[src/hw/sar_adc_control_regs.svh]
// Register indices, field positions, reset values and period counts
// Assumes inclusion by every module of the converter control block
`ifndef SAR_ADC_CONTROL_REGS_SVH
`define SAR_ADC_CONTROL_REGS_SVH

`define ADC_IDX_MODE        16'hffbc
`define ADC_IDX_RESULT      16'hffbd
`define ADC_IDX_GO          16'hffbe
`define ADC_IDX_PINFUNC     16'hffef
`define ADC_IDX_IRQ_STATUS  16'hffc0
`define ADC_IDX_IRQ_MASK    16'hffc1

`define ADC_MODE_RESET      8'h78
`define ADC_MODE_RSVD_MASK  8'h78
`define ADC_GO_RESET        8'h7f
`define ADC_GO_RSVD_MASK    8'h7f
`define ADC_PINFUNC_RESET   8'h00
`define ADC_IRQ_RESET       8'h00

`define ADC_SPEED_BIT       7
`define ADC_GO_BIT          7
`define ADC_CHAN_MSB        2
`define ADC_CHAN_LSB        0
`define ADC_IRQ_DONE_BIT    0

`define ADC_PERIOD_SLOW     6'd62
`define ADC_PERIOD_FAST     6'd31
`define ADC_TRIAL_COUNT     6'd8
`define ADC_COUNT_ZERO      6'd0
`define ADC_COUNT_ONE       6'd1
`define ADC_COUNT_TWO       6'd2
`define ADC_CODE_MID        8'h80
`define ADC_CODE_ZERO       8'h00
`define ADC_WORD_ZERO       32'h0000_0000

`endif

[src/hw/sar_adc_pkg.sv]
// Types shared by the converter control modules
// Assumes the register header is available on the include path
package sar_adc_pkg;
    typedef logic [7:0]  byte_t;
    typedef logic [5:0]  count_t;
    typedef logic [17:0] apb_addr_t;
    typedef logic [31:0] apb_data_t;
    typedef enum {conv_idle, conv_run} conv_state_t;
endpackage

[src/hw/sar_ctrl_if.sv]
// Signals between the register front end, the timer and the engine
// Assumes one clock domain shared by all three modules
`timescale 1ns/100ps
interface sar_ctrl_if;
    import sar_adc_pkg::*;
    logic   start;
    logic   abort;
    logic   fast;
    logic   busy;
    logic   done;
    count_t count;
    byte_t  code;
    logic   sampling;

    modport ctrl   (output start, output abort, output fast,
                    input busy, input done, input code, input sampling);
    modport timer  (input start, input abort, input fast,
                    output busy, output done, output count);
    modport engine (input start, input count, input busy,
                    output code, output sampling);
endinterface

[src/hw/sar_adc_control.sv]
// APB register front end and top of the 8-bit SAR converter control
// Assumes an external analog mux, DAC and comparator driven from the pins
//
// Added by the designer: register access over APB.
`timescale 1ns/100ps
`include "sar_adc_control_regs.svh"
module sar_adc_control (
    input  wire logic                  clock,
    input  wire logic                  rst_n,
    input  wire sar_adc_pkg::apb_addr_t paddr,
    input  wire logic                  psel,
    input  wire logic                  penable,
    input  wire logic                  pwrite,
    input  wire sar_adc_pkg::apb_data_t pwdata,
    input  wire logic [3:0]            pstrb,
    output logic [31:0]                prdata,
    output logic                       pready,
    output logic                       pslverr,
    output logic                       irq,
    output logic [2:0]                 channel_select,
    output logic [7:0]                 pin_function,
    output logic                       sample_hold,
    output logic [7:0]                 dac_code,
    input  wire logic                  compare_high
);
    import sar_adc_pkg::*;

    sar_ctrl_if ctl ();

    byte_t     mode_reg;
    byte_t     result_reg;
    byte_t     pinfunc_reg;
    byte_t     irq_status_reg;
    byte_t     irq_status_next;
    byte_t     irq_mask_reg;
    apb_data_t prdata_reg;
    logic      pready_reg;
    logic      pslverr_reg;
    logic      irq_reg;
    logic      setup_phase;
    logic      access_done;
    logic      wr_done;
    logic      lane0;
    logic      start_pulse;
    logic      abort_pulse;

    function automatic apb_addr_t byte_addr(input logic [15:0] idx);
        byte_addr = {idx, 2'b00};
    endfunction

    function automatic logic mapped(input apb_addr_t a);
        if (a == byte_addr(`ADC_IDX_MODE))
            mapped = 1'b1;
        else if (a == byte_addr(`ADC_IDX_RESULT))
            mapped = 1'b1;
        else if (a == byte_addr(`ADC_IDX_GO))
            mapped = 1'b1;
        else if (a == byte_addr(`ADC_IDX_PINFUNC))
            mapped = 1'b1;
        else if (a == byte_addr(`ADC_IDX_IRQ_STATUS))
            mapped = 1'b1;
        else if (a == byte_addr(`ADC_IDX_IRQ_MASK))
            mapped = 1'b1;
        else
            mapped = 1'b0;
    endfunction

    sar_timer timer_u (
        .clock (clock),
        .rst_n (rst_n),
        .ctl   (ctl)
    );

    sar_engine engine_u (
        .clock        (clock),
        .rst_n        (rst_n),
        .compare_high (compare_high),
        .ctl          (ctl)
    );

    assign setup_phase = psel && !penable && !pready_reg;
    assign access_done = psel && penable && pready_reg;
    assign lane0       = pstrb[0];
    assign wr_done     = access_done && pwrite && lane0 && !pslverr_reg;

    // Start on a one to the go flag while idle; a zero while busy stops it
    assign start_pulse = wr_done && paddr == byte_addr(`ADC_IDX_GO)
                         && pwdata[`ADC_GO_BIT] && !ctl.busy;
    assign abort_pulse = wr_done && paddr == byte_addr(`ADC_IDX_GO)
                         && !pwdata[`ADC_GO_BIT] && ctl.busy;

    assign ctl.start = start_pulse;
    assign ctl.abort = abort_pulse;
    assign ctl.fast  = mode_reg[`ADC_SPEED_BIT];

    assign prdata         = prdata_reg;
    assign pready         = pready_reg;
    assign pslverr        = pslverr_reg;
    assign irq            = irq_reg;
    assign channel_select = mode_reg[`ADC_CHAN_MSB:`ADC_CHAN_LSB];
    assign pin_function   = pinfunc_reg;
    assign sample_hold    = ctl.sampling;
    assign dac_code       = ctl.code;

    // APB handshake: no wait states, answer prepared in the setup cycle
    always_ff @(posedge clock) begin
        if (!rst_n) begin
            pready_reg  <= 1'b0;
            pslverr_reg <= 1'b0;
        end else if (setup_phase) begin
            pready_reg  <= 1'b1;
            pslverr_reg <= !mapped(paddr);
        end else begin
            pready_reg  <= 1'b0;
            pslverr_reg <= 1'b0;
        end
    end

    // Read data; reserved bits read as one, write-only reads as zero
    always_ff @(posedge clock) begin
        if (!rst_n) begin
            prdata_reg <= `ADC_WORD_ZERO;
        end else if (setup_phase && !pwrite) begin
            if (paddr == byte_addr(`ADC_IDX_MODE))
                prdata_reg <= {24'h000000,
                               mode_reg | `ADC_MODE_RSVD_MASK};
            else if (paddr == byte_addr(`ADC_IDX_RESULT))
                prdata_reg <= {24'h000000, result_reg};
            else if (paddr == byte_addr(`ADC_IDX_GO))
                prdata_reg <= {24'h000000, ctl.busy,
                               7'(`ADC_GO_RSVD_MASK)};
            else if (paddr == byte_addr(`ADC_IDX_IRQ_STATUS))
                prdata_reg <= {24'h000000, irq_status_reg};
            else if (paddr == byte_addr(`ADC_IDX_IRQ_MASK))
                prdata_reg <= {24'h000000, irq_mask_reg};
            else
                prdata_reg <= `ADC_WORD_ZERO;
        end else if (access_done) begin
            prdata_reg <= `ADC_WORD_ZERO;
        end
    end

    // Mode register: only speed and channel bits are stored
    always_ff @(posedge clock) begin
        if (!rst_n) begin
            mode_reg <= `ADC_MODE_RESET;
        end else if (wr_done && paddr == byte_addr(`ADC_IDX_MODE)) begin
            mode_reg <= (pwdata[7:0] & ~`ADC_MODE_RSVD_MASK)
                        | `ADC_MODE_RSVD_MASK;
        end
    end

    // Pin function register drives the analog pin enables
    always_ff @(posedge clock) begin
        if (!rst_n) begin
            pinfunc_reg <= `ADC_PINFUNC_RESET;
        end else if (wr_done && paddr == byte_addr(`ADC_IDX_PINFUNC)) begin
            pinfunc_reg <= pwdata[7:0];
        end
    end

    // Result latched with the flag clear; no reset on purpose
    always_ff @(posedge clock) begin
        if (ctl.done) begin
            result_reg <= ctl.code;
        end
    end

    // Sticky completion status, write one to clear, set wins
    always_comb begin
        irq_status_next = irq_status_reg;
        if (wr_done && paddr == byte_addr(`ADC_IDX_IRQ_STATUS)) begin
            irq_status_next = irq_status_reg & ~pwdata[7:0];
        end
        if (ctl.done) begin
            irq_status_next[`ADC_IRQ_DONE_BIT] = 1'b1;
        end
    end

    always_ff @(posedge clock) begin
        if (!rst_n) begin
            irq_status_reg <= `ADC_IRQ_RESET;
        end else begin
            irq_status_reg <= irq_status_next;
        end
    end

    always_ff @(posedge clock) begin
        if (!rst_n) begin
            irq_mask_reg <= `ADC_IRQ_RESET;
        end else if (wr_done && paddr == byte_addr(`ADC_IDX_IRQ_MASK)) begin
            irq_mask_reg <= pwdata[7:0];
        end
    end

    always_ff @(posedge clock) begin
        if (!rst_n) begin
            irq_reg <= 1'b0;
        end else begin
            irq_reg <= |(irq_status_next & irq_mask_reg);
        end
    end
endmodule

[src/hw/sar_engine.sv]
// Successive approximation of one sample against an external comparator
// Assumes compare_high is settled one cycle after dac_code changes
`timescale 1ns/100ps
`include "sar_adc_control_regs.svh"
module sar_engine (
    input  wire logic clock,
    input  wire logic rst_n,
    input  wire logic compare_high,
    sar_ctrl_if.engine ctl
);
    import sar_adc_pkg::*;

    byte_t code_reg;
    logic  sampling_reg;

    assign ctl.code     = code_reg;
    assign ctl.sampling = sampling_reg;

    function automatic byte_t bit_mask(input count_t idx);
        bit_mask = byte_t'(1) << idx[2:0];
    endfunction

    always_ff @(posedge clock) begin
        if (!rst_n) begin
            code_reg     <= `ADC_CODE_ZERO;
            sampling_reg <= 1'b0;
        end else if (ctl.start && !ctl.busy) begin
            code_reg     <= `ADC_CODE_MID;
            sampling_reg <= 1'b1;
        end else if (ctl.busy && ctl.count > `ADC_TRIAL_COUNT) begin
            sampling_reg <= 1'b1;
        end else if (ctl.busy && ctl.count != `ADC_COUNT_ZERO) begin
            sampling_reg <= 1'b0;
            // Keep or drop the trial bit, then try the next lower one
            if (ctl.count == `ADC_COUNT_ONE) begin
                code_reg <= compare_high ? code_reg
                    : code_reg & ~bit_mask(ctl.count - `ADC_COUNT_ONE);
            end else begin
                code_reg <= (compare_high ? code_reg
                    : code_reg & ~bit_mask(ctl.count - `ADC_COUNT_ONE))
                    | bit_mask(ctl.count - `ADC_COUNT_TWO);
            end
        end else begin
            sampling_reg <= 1'b0;
        end
    end
endmodule

[src/hw/sar_timer.sv]
// Conversion period counter in system clock periods
// Assumes start and abort are one-cycle pulses from the register front end
`timescale 1ns/100ps
`include "sar_adc_control_regs.svh"
module sar_timer (
    input  wire logic clock,
    input  wire logic rst_n,
    sar_ctrl_if.timer ctl
);
    import sar_adc_pkg::*;

    conv_state_t state_reg;
    count_t      count_reg;

    assign ctl.busy  = (state_reg == conv_run);
    assign ctl.done  = (state_reg == conv_run) && !ctl.abort
                       && count_reg == `ADC_COUNT_ZERO;
    assign ctl.count = count_reg;

    always_ff @(posedge clock) begin
        if (!rst_n) begin
            state_reg <= conv_idle;
            count_reg <= `ADC_COUNT_ZERO;
        end else begin
            case (state_reg)
                conv_idle: begin
                    if (ctl.start) begin
                        state_reg <= conv_run;
                        count_reg <= ctl.fast
                            ? `ADC_PERIOD_FAST - `ADC_COUNT_ONE
                            : `ADC_PERIOD_SLOW - `ADC_COUNT_ONE;
                    end
                end
                conv_run: begin
                    if (ctl.abort) begin
                        state_reg <= conv_idle;
                    end else if (count_reg == `ADC_COUNT_ZERO) begin
                        state_reg <= conv_idle;
                    end else begin
                        count_reg <= count_reg - `ADC_COUNT_ONE;
                    end
                end
                default: state_reg <= conv_idle;
            endcase
        end
    end
endmodule
[config.mk]
export PLATFORM = sky130hd
export DESIGN_NAME = sar_adc_control
export DESIGN_NICKNAME = d
export VERILOG_FILES = /design/src/hw/sar_adc_pkg.sv /design/src/hw/sar_ctrl_if.sv /design/src/hw/sar_adc_control.sv /design/src/hw/sar_engine.sv /design/src/hw/sar_timer.sv
export VERILOG_INCLUDE_DIRS = /design/src /design/src/hw
export SDC_FILE = /design/constraint.sdc
export NUM_CORES = 1
export LEC_CHECK = 0
export BUFFER_PORTS_ARGS = -buffer_cell sky130_fd_sc_hd__buf_2
export CAP_MARGIN = 25
export CORE_MARGIN = 2
export CORE_UTILIZATION = 35
export DETAILED_ROUTE_END_ITERATION = 8
export HOLD_SLACK_MARGIN = 0.15
export SYNTH_ARGS = -nofsm -noshare
export SYNTH_HDL_FRONTEND = slang
export SYNTH_HIERARCHICAL = 1
export SYNTH_SLANG_ARGS = --single-unit
[constraint.sdc]
create_clock -name clock -period 3.1 [get_ports clock]
set_clock_uncertainty 0.1 [all_clocks]
set_input_delay 0.155 -clock clock [delete_from_list [all_inputs] [get_ports clock]]
set_output_delay 0.155 -clock clock [all_outputs]
set_load 0.01 [all_outputs]
==> flow_metrics.tcl, run 1 <==
set metrics [dict create \
    status "finished clean" \
    crit_end "timer_u/ctl.count[5]" \
    postRouteAntennaNets 0 \
    avgViaCountPerCell 5.27 \
    crit_path_max_fanout 8 \
    numCtsBuffers 9 \
    dpl-instance-area_sq_mm 0.00356 \
    maxCapViolCount 0 \
    path_cells "dlygate4sd3_1 -> buf_2 -> nand4_1 -> nor2_1 -> and3_1 -> nand3_1 -> nor3b_1 -> and2b_1 -> o22ai_4 -> or4_1 -> a21oi_1" \
    finalInstanceArea_sq_mm 0.00390 \
    hold_viol 0 \
    synth.avg_cell_area_sq_um 8.98 \
    crit_slowest_cell "dlygate4sd3_1" \
    vias 2901 \
    cts_tree "yes" \
    post-cts-setup-buffer-count 0 \
    grt_first_pass_wirelength_um 13500 \
    dpl.hpwl_um 6010 \
    yosysSeqAreaShare 0.417 \
    synthDistinctLibCells 60 \
    worstReg2RegEnd "timer_u/ctl.count[5]" \
    slew_violations 0 \
    clkLatencyLatePin_ns 0.34 \
    start_kind "input pin" \
    grt_remaining_overflow 0 \
    endpoint_kind "register" \
    grtUsageTotal 0.173 \
    syn-cell-area_sq_mm 0.00322 \
    globalplace.congestion 0.872 \
    layout_common_cells "buf_2 (63), dfxtp_1 (55), a21oi_1 (24), conb_1 (24), nor2_1 (23)" \
    die_y_um 99.9 \
    drc 0 \
    grt_pass1_vias 2759 \
    wl_um 8320 \
    path_clk_slew_ns 0.07 \
    grt_max_degree 22 \
    h-tree-depth 3 \
    antenna_found_initial 0 \
    worst_pin_slew_ns 0.906 \
    num_io_pins 115 \
    synth_flop_cell "dfxtp_1" \
    setup_viol 0 \
    nets 499 \
    fin_crit_ns 2.62 \
    fin_crit_sh 0.845 \
    powerDensity_mw_per_mm2 420 \
    dp_slack_ns 0.403 \
    area_growth_pct 21.2 \
    criticalPathCategory "input pin to register" \
    crit_path_max_incr_delay_ns 0.52 \
    layout_commonest_cell "buf_2" \
    rsz0062_at_grt "no" \
    layout_setup_ws_ns 0.479 \
    routedWlPerCell_um 15.1 \
    die_width_um 99.9 \
    cts_root_buffer "clkbuf_8" \
    placeableCoreArea_sq_mm 0.00881 \
    synth_cells 358 \
    synth_edf_count 8 \
    initial_core_util 0.365 \
    r2r_slack_ns 0.61 \
    rr_worst_depth 9 \
    fin_setup_tns_ns 0 \
    relSlewSlack 0.388 \
    clockBufferDepth 2 \
    clock-sinks 63 \
    die-area_sq_mm 0.00997 \
    cp_data_required_time_ns 3.27 \
    max_freq_ghz 0.382 \
    hp-class "input pin to register" \
    setup.worst_path.start "psel" \
    rows 34 \
    yosys_register_bits 63 \
    leakagePower_nw 1.64 \
    synth_warnings 6 \
    reg2reg_from "pready" \
    cp.arrival_ns 2.79 \
    irDropWorstVdd_mv 0.193 \
    drive_above_1_share 0.231 \
    drt_iter0_drc 135 \
    n_antenna_cell 0 \
    io_buffer_count 63 \
    ys_async_sr_fraction 0 \
    dr.pass1.iters 4 \
]
where the power goes:
part | internal (mW) | switching, mW | total, mW | leakage (nW)
logic | 0.0385 | 0.0628 | 0.101 | 1.02
clock network | 0.381 | 0.328 | 0.709 | 0.103
registers | 0.824 | 0.000853 | 0.825 | 0.515
total | 1.24 | 0.392 | 1.64 | 1.64
cells in the mapped netlist, types with 2 or more instances:
cell	count	share of area
a221oi_1	4	0.011
mux2_2	3	0.011
or4_1	3	0.0070
ha_1	2	0.0078
a21oi_1	24	0.037
a31oi_1	9	0.018
nor2_1	23	0.027
or4b_1	3	0.0093
or3_1	2	0.0039
o31ai_1	2	0.0047
o41ai_1	2	0.0054
nand2b_1	5	0.0097
o21ai_0	19	0.030
and3_1	8	0.016
a41oi_1	4	0.011
nand3_1	15	0.023
and2_1	7	0.014
nor3b_1	5	0.012
clkbuf_1	10	0.012
a22oi_1	6	0.014
nand4_1	7	0.014
nand2_1	19	0.022
nor3_1	8	0.012
inv_1	13	0.015
edfxtp_1	8	0.075
o31a_1	2	0.0054
buf_2	3	0.0047
mux2i_1	15	0.047
a211oi_1	2	0.0047
nor4_1	8	0.016
xnor2_1	2	0.0054
or3b_2	2	0.0054
dfxtp_1	55	0.34
nor2b_1	4	0.0078
buf_4	27	0.063
o21a_1	3	0.0070
timing repair:
item                                    4_1_cts  5_1_grt
hold buffers                                 13        0
endpoints found under the setup margin        0        0
resized for setup                             0        0
endpoints found under the hold margin        34        0
worst min-delay path by stage:
stage	startpoint	end	slack (ns)	cells past startpoint
floorplan	rst_n	timer_u/ctl.count[2]	0.17	1
global placement	pwdata[5]	pin_function[5]	0.33	3
detailed placement	pwdata[3]	pin_function[3]	0.33	3
CTS	pwrite	prdata[5]	0.19	5
global route	pwrite	prdata[4]	0.24	5
finish	pwrite	prdata[5]	0.21	5
kinds of logic (layout without fill, tap and decap cells):
kind of cell | after synthesis | in the layout | synth area share
other cells | 1 | 24 | 0.00117
fa+ha+maj | 2 | 2 | 0.00778
buf+inv | 55 | 116 | 0.0996
simple gates | 130 | 130 | 0.235
flops | 63 | 63 | 0.417
xor+xnor | 2 | 2 | 0.00545
mux | 18 | 18 | 0.0572
compound gates | 87 | 87 | 0.177
through the flow:
stage | cells | utilization | power (mW) | hold slack [ns]
floorplan | 381 | - | 0.911 | 0.172
global placement | 521 | 0.405 | 0.932 | 0.325
detailed placement | 521 | 0.405 | 0.933 | 0.332
CTS | 550 | 0.442 | 1.66 | 0.193
global route | 550 | 0.442 | 1.70 | 0.238
finish | 550 | 0.442 | 1.64 | 0.213
layout make-up:
type / instances / area [sq um]
fillers: 904 / 4910
multi-input cells: 263 / 1640
flip-flops and latches: 63 / 1340
repair buffers: 87 / 528
clock buffers: 12 / 176
well taps: 108 / 135
inverters: 13 / 48.8
clock inverters: 4 / 26.3
critical path: cells and delay by family:
kind	cells	cell delay, ns
compound gates	2	0.30
buf+inv	2	0.64
simple gates	7	1.69
layer usage:
metal  global-route usage  vias to the layer above  share of wire
met3               0.0522                        9          0.063
met4               0.0558                        0          0.010
met2                0.295                       95           0.49
li1                     -                     1428              -
met5                    0                        -              0
met1                0.211                     1369           0.43
Note: power is estimated with default switching activity, not from simulation.
==> inputs of run 2 (changes only) <==
--- a/config.mk
+++ b/config.mk
@@ -6,6 +6,7 @@
 export SDC_FILE = /design/constraint.sdc
 export NUM_CORES = 1
 export LEC_CHECK = 0
+export ABC_AREA = 1
 export BUFFER_PORTS_ARGS = -buffer_cell sky130_fd_sc_hd__buf_2
 export CAP_MARGIN = 25
 export CORE_MARGIN = 2
==> constraint.sdc (replaced) <==
create_clock -name clock -period 2.4 [get_ports clock]
set_clock_uncertainty 0.1 [all_clocks]
set_input_delay 0.12 -clock clock [delete_from_list [all_inputs] [get_ports clock]]
set_output_delay 0.12 -clock clock [all_outputs]
set_load 0.01 [all_outputs]
==> run 2 against run 1 <==
Net effect: critical path depth is 4 lower; routed wire length up 5.9%; clock power rose by 36%; die area increased by 8.7%; global-route usage decreased by 0.70 points; total power is 32% higher; utilization shrank 0.50 points; design area up 9.2%; via count rose by 15%; sequential power is 30% higher; highest routed layer unchanged.
==> flow_metrics.tcl, run 2 <==
set metrics [dict create \
    clkLatencyLatePin_ns 0.35 \
    path_cells "dlygate4sd3_1 -> buf_2 -> or3b_2 -> nor2_4 -> dlygate4sd3_1 -> nand2_1 -> a21oi_1" \
    drt_iter0_drc 123 \
    setup.worst_path.start "penable" \
    synthTopCellsByArea "dfxtp_1 (31%), nand2_1 (11%), edfxtp_1 (6.9%)" \
    initial_core_util 0.360 \
    hold_start "paddr[3]" \
    wl_um 8810 \
    powerDensity_mw_per_mm2 508 \
    h-tree-depth 3 \
    wl_met3_um 454 \
    drc 0 \
    nets 624 \
    synth.avg_cell_area_sq_um 7.37 \
    maxCapViolCount 0 \
    synth_area_leader_cell "dfxtp_1" \
    num_io_pins 115 \
    start_kind "input pin" \
    synthDistinctLibCells 42 \
    irDropWorstVdd_mv 0.338 \
    setup_viol 0 \
    fin_crit_sh 0.880 \
    slew_violations 0 \
    cp.arrival_ns 2.29 \
    ys_async_sr_fraction 0 \
    hold_viol 0 \
    yosysSeqAreaShare 0.383 \
    antenna_found_initial 0 \
    multi_input_area_sq_mm 0.00181 \
    dp_cells 667 \
    worst_pin_slew_ns 0.701 \
    post-cts-setup-buffer-count 0 \
    relSlewSlack 0.531 \
    layout_setup_ws_ns 0.288 \
    n_antenna_cell 0 \
    die-area_sq_mm 0.0108 \
    synth_cells 476 \
    postRouteAntennaNets 0 \
    syn-cell-area_sq_mm 0.00351 \
    cts_root_buffer "clkbuf_8" \
    yosys-top-cells-count "nand2_1 (101), nor2_1 (57), dfxtp_1 (55), inv_1 (43), nand3_1 (32)" \
    register_area_sq_mm 0.00134 \
    grt_pass1_vias 3187 \
    crit_path_max_fanout 6 \
    rows 36 \
    grtUsageTotal 0.166 \
    globalplace.congestion 0.839 \
    leakagePower_nw 1.93 \
    fin_crit_ns 2.11 \
    die_width_um 104 \
    wl_met2_um 4340 \
    finalInstanceArea_sq_mm 0.00426 \
    clockBufferDepth 2 \
    path_clk_slew_ns 0.07 \
    reg2reg_from "pready" \
    criticalPathCategory "input pin to register" \
    grt_first_pass_wirelength_um 14700 \
    cpMostUsedCell "dlygate4sd3_1" \
    placeableCoreArea_sq_mm 0.00973 \
    layout_commonest_cell "nand2_1" \
    dr.pass1.iters 4 \
    io_buffer_count 63 \
    fin_cells 700 \
    crit_slowest_cell "dlygate4sd3_1" \
    dp_slack_ns 0.302 \
    yosys_register_bits 63 \
    max_freq_ghz 0.473 \
    synth_flop_cell "dfxtp_1" \
    endpoint_kind "register" \
    layout_common_cells "nand2_1 (101), buf_2 (63), nor2_1 (57)" \
    top_layer_used "met4" \
    crit_path_max_incr_delay_ns 0.64 \
    fin_setup_tns_ns 0 \
    area_growth_pct 21.4 \
    dpl-instance-area_sq_mm 0.00387 \
    avgViaCountPerCell 4.75 \
    hp-class "input pin to register" \
    clock-sinks 63 \
    holdWs_ns 0.226 \
    synth_top_area_frac 0.314 \
    drive_above_1_share 0.224 \
    n_fill_cell 1054 \
    dpl.hpwl_um 6730 \
    synth_edf_count 8 \
    cts_tree "yes" \
    cp_data_required_time_ns 2.58 \
    vias 3322 \
    numCtsBuffers 9 \
    wl_met1_um 3920 \
    rsz0062_at_grt "no" \
    grt_max_degree 17 \
    grt_remaining_overflow 0 \
    status "finished clean" \
    synth_warnings 6 \
    yosysMostFrequentCell "nand2_1" \
    die_y_um 104 \
    routedWlPerCell_um 12.6 \
]
-- run 2: changes by cell type after synthesis, moves of 13 or more --
cell	delta
nand4_1	+13
mux2i_1	-15
inv_1	+30
nor2_1	+34
nand3_1	+17
nand2_1	+82
-- run 2: cell type report --
cell class | instances | area share
clock inverter | 5 | 0.0132
tap | 133 | 0.0391
timing repair buffer | 86 | 0.125
clock buffer | 11 | 0.0356
inverter | 53 | 0.0467
multi-input combinational | 349 | 0.426
sequential | 63 | 0.315
-- run 2: worst max-delay path, delay by kind of cell --
| family | cells | cell delay, ns |
|---|---|---|
| buf+inv | 3 | 1.29 |
| simple gates | 3 | 0.76 |
| compound gates | 1 | 0.11 |
-- run 2: report_power, final --
part | internal (mW) | switching (mW)
sequential | 1.06 | 0.000850
combinational | 0.0480 | 0.0865
clock | 0.534 | 0.427
total | 1.65 | 0.514
-- run 2: worst paths after layout --
check	to	slack (ns)	cells after the start
setup reg to reg	mode_reg[2]	0.32	7
setup / recovery	prdata[3]	0.29	7
hold / removal	prdata[6]	0.23	6
hold reg to reg	irq_status_reg[7]	0.36	2
-- run 2: stage by stage --
| stage | power, mW | util |
|---|---|---|
| 6_report | 2.16 | 0.438 |
| 5_1_grt | 2.24 | 0.438 |
| 4_1_cts | 2.18 | 0.437 |
| 3_5_place_dp | 1.21 | 0.398 |
| 3_3_place_gp | 1.20 | 0.398 |
| 2_1_floorplan | 1.18 | - |
-- run 2: kinds of logic (layout without fill, tap and decap cells) --
group | after synthesis | after routing | share of synthesized area
AO/OA/AOI/OAI | 68 | 68 | 0.113
adder cells (fa/ha/maj) | 2 | 2 | 0.00714
other | 1 | 24 | 0.00107
flip-flops | 63 | 63 | 0.383
AND/OR/NAND/NOR | 255 | 255 | 0.369
buffers and inverters | 87 | 155 | 0.128
-- run 2: per-layer routing --
metal / vias up / global-route usage
met4: 0 / 0.0512
met5: - / 0
met2: 77 / 0.289
met3: 9 / 0.0514
li1: 1698 / -
met1: 1538 / 0.196
-- run 2: repair_timing --
| item | in CTS | in global routing |
|---|---|---|
| hold buffers | 17 | 0 |
| endpoints found under the setup margin | 0 | 2 |
| endpoints found under the hold margin | 50 | 0 |
| gates resized for setup | 0 | 1 |
==> inputs of run 3 (changes only) <==
--- a/config.mk
+++ b/config.mk
@@ -7,11 +7,11 @@
 export NUM_CORES = 1
 export LEC_CHECK = 0
 export ABC_AREA = 1
-export BUFFER_PORTS_ARGS = -buffer_cell sky130_fd_sc_hd__buf_2
 export CAP_MARGIN = 25
 export CORE_MARGIN = 2
 export CORE_UTILIZATION = 35
 export DETAILED_ROUTE_END_ITERATION = 8
+export DONT_BUFFER_PORTS = 1
 export HOLD_SLACK_MARGIN = 0.15
 export SYNTH_ARGS = -nofsm -noshare
 export SYNTH_HDL_FRONTEND = slang
==> run 3 against run 2 <==
Net effect: fmax shrank 4.9%; flip-flop and latch count is the same; routed wire length shrank 1.8%; first-iteration DRC count grew 38%; sequential share of layout area grew 1.6 points; total power grew 1.7%; via count shrank 5.6%; sequential power is essentially flat; largest power group unchanged; combinational power shrank 16%; count of clock-buffer cells in the layout is the same; design area shrank 4.9%.
==> flow_metrics.tcl, run 3 (same netlist as run 2, synthesis figures left out) <==
set metrics [dict create \
    die-area_sq_mm 0.0108 \
    grt_use_met3 0.0526 \
    grtUsageTotal 0.163 \
    wl_um 8650 \
    fin_crit_ns 2.22 \
    initial_core_util 0.360 \
    placeableCoreArea_sq_mm 0.00973 \
    endpoint_kind "register" \
    fin_setup_tns_ns 0 \
    r2r_slack_ns 0.18 \
    n_fill_cell 1032 \
    nets 569 \
    die_width_um 104 \
    hold_viol 0 \
    irDropWorstVdd_mv 0.319 \
    dpl-instance-area_sq_mm 0.00355 \
    grtUsageMet2 0.283 \
    path_cells "dlygate4sd3_1 -> nor2_4 -> nand3_2 -> dlygate4sd3_1 -> nor3_2 -> nand2_1 -> nand4_1 -> nand2_1 -> a21oi_1" \
    die_y_um 104 \
    crit_path_max_fanout 6 \
    start_kind "input pin" \
    drt_iter0_drc 170 \
    clock-sinks 63 \
    fin_crit_sh 0.925 \
    crit_family "buffers and inverters" \
    crit_path_max_incr_delay_ns 0.60 \
    num_io_pins 115 \
    grt_remaining_overflow 0 \
    routedWlPerCell_um 13.4 \
    io_buffer_count 0 \
    h-tree-depth 3 \
    numCtsBuffers 9 \
    globalplace.congestion 0.824 \
    leakagePower_nw 1.66 \
    cp.depth 9 \
    setup_viol 0 \
    finalCoreUtilization 0.416 \
    grt_pass1_vias 3030 \
    cts_root_buffer "clkbuf_8" \
    area_growth_pct 15.4 \
    dp_slack_ns 0.409 \
    rows 36 \
    postRouteAntennaNets 0 \
    grt_first_pass_wirelength_um 14400 \
    powerDensity_mw_per_mm2 543 \
    cts_tree "yes" \
    busiest_layer "met2" \
    drc 0 \
    status "finished clean" \
    avgViaCountPerCell 4.86 \
    max_freq_ghz 0.450 \
    rr_worst_depth 7 \
    layout_common_cells "nand2_1 (101), nor2_1 (57), dfxtp_1 (55)" \
    clkLatencyLatePin_ns 0.35 \
    path_clk_slew_ns 0.07 \
    clockBufferDepth 2 \
    post-cts-setup-buffer-count 0 \
    relSlewSlack 0.531 \
    slew_violations 0 \
    finalInstanceArea_sq_mm 0.00405 \
    crit_slowest_cell "dlygate4sd3_1" \
    n_antenna_cell 0 \
    layout_setup_ws_ns 0.179 \
    holdPathStages 4 \
    worst_pin_slew_ns 0.703 \
    dr.pass1.iters 5 \
    rsz0062_at_grt "no" \
    antenna_found_initial 0 \
    grt_max_degree 21 \
    path_buf_inv 2 \
    vias 3135 \
    criticalPathCategory "input pin to register" \
    layout_commonest_cell "nand2_1" \
    drive_above_1_share 0.125 \
    maxCapViolCount 0 \
    met1_usage 0.193 \
    cp_data_required_time_ns 2.57 \
    cp.arrival_ns 2.39 \
    hp-class "input pin to register" \
    dpl.hpwl_um 6380 \
]
==> run 3: worst paths after layout <==
path                                   startpoint                end
worst max-delay path                     paddr[1]          prdata[5]
worst min-delay path                     paddr[2]            pslverr
worst max register to register             pready          prdata[1]
worst min register to register  irq_status_reg[6]  irq_status_reg[6]
==> run 3: repair_timing <==
action,in CTS,in global routing
hold endpoints to repair,55,0
gates resized for setup,0,2
hold buffers,26,0
setup endpoints to repair,0,4
==> run 3: tightest hold or removal path, stage by stage <==
cell	delay [ns]
nor3_2	0.05
nand3b_1	0.20
nand3b_1	0.10
nor2_1	0.10
==> run 3: layout make-up <==
cell class	count	area (sq um)	area share
Clock buffer	11	163	0.0402
Sequential cell	63	1340	0.331
Multi-Input combinational cell	349	1820	0.449
Tap cell	133	166	0.0411
Clock inverter	5	62.6	0.0155
Timing Repair Buffer	31	298	0.0736
Inverter	53	199	0.0492
==> run 3: power by group <==
group | leakage, nW | switching, mW | internal (mW)
Sequential | 0.516 | 0.00166 | 1.06
Clock | 0.107 | 0.441 | 0.576
Combinational | 1.04 | 0.0762 | 0.0379
Total | 1.66 | 0.518 | 1.68
==> run 3: stage by stage <==
step,power (mW),std cells,hold WS [ns]
CTS,2.22,645,0.164
global route,2.28,645,0.174
detailed placement,1.16,603,0.154
floorplan,1.18,499,0.143
finish,2.20,645,0.155
global placement,1.16,603,0.151
==> run 3: per-layer routing <==
metal,vias to the layer above,part of all wire,routed length (um)
li1,1589,-,-
met1,1442,0.43,3700
met2,93,0.49,4230
met3,11,0.072,622
met4,0,0.011,97
met5,-,0,0
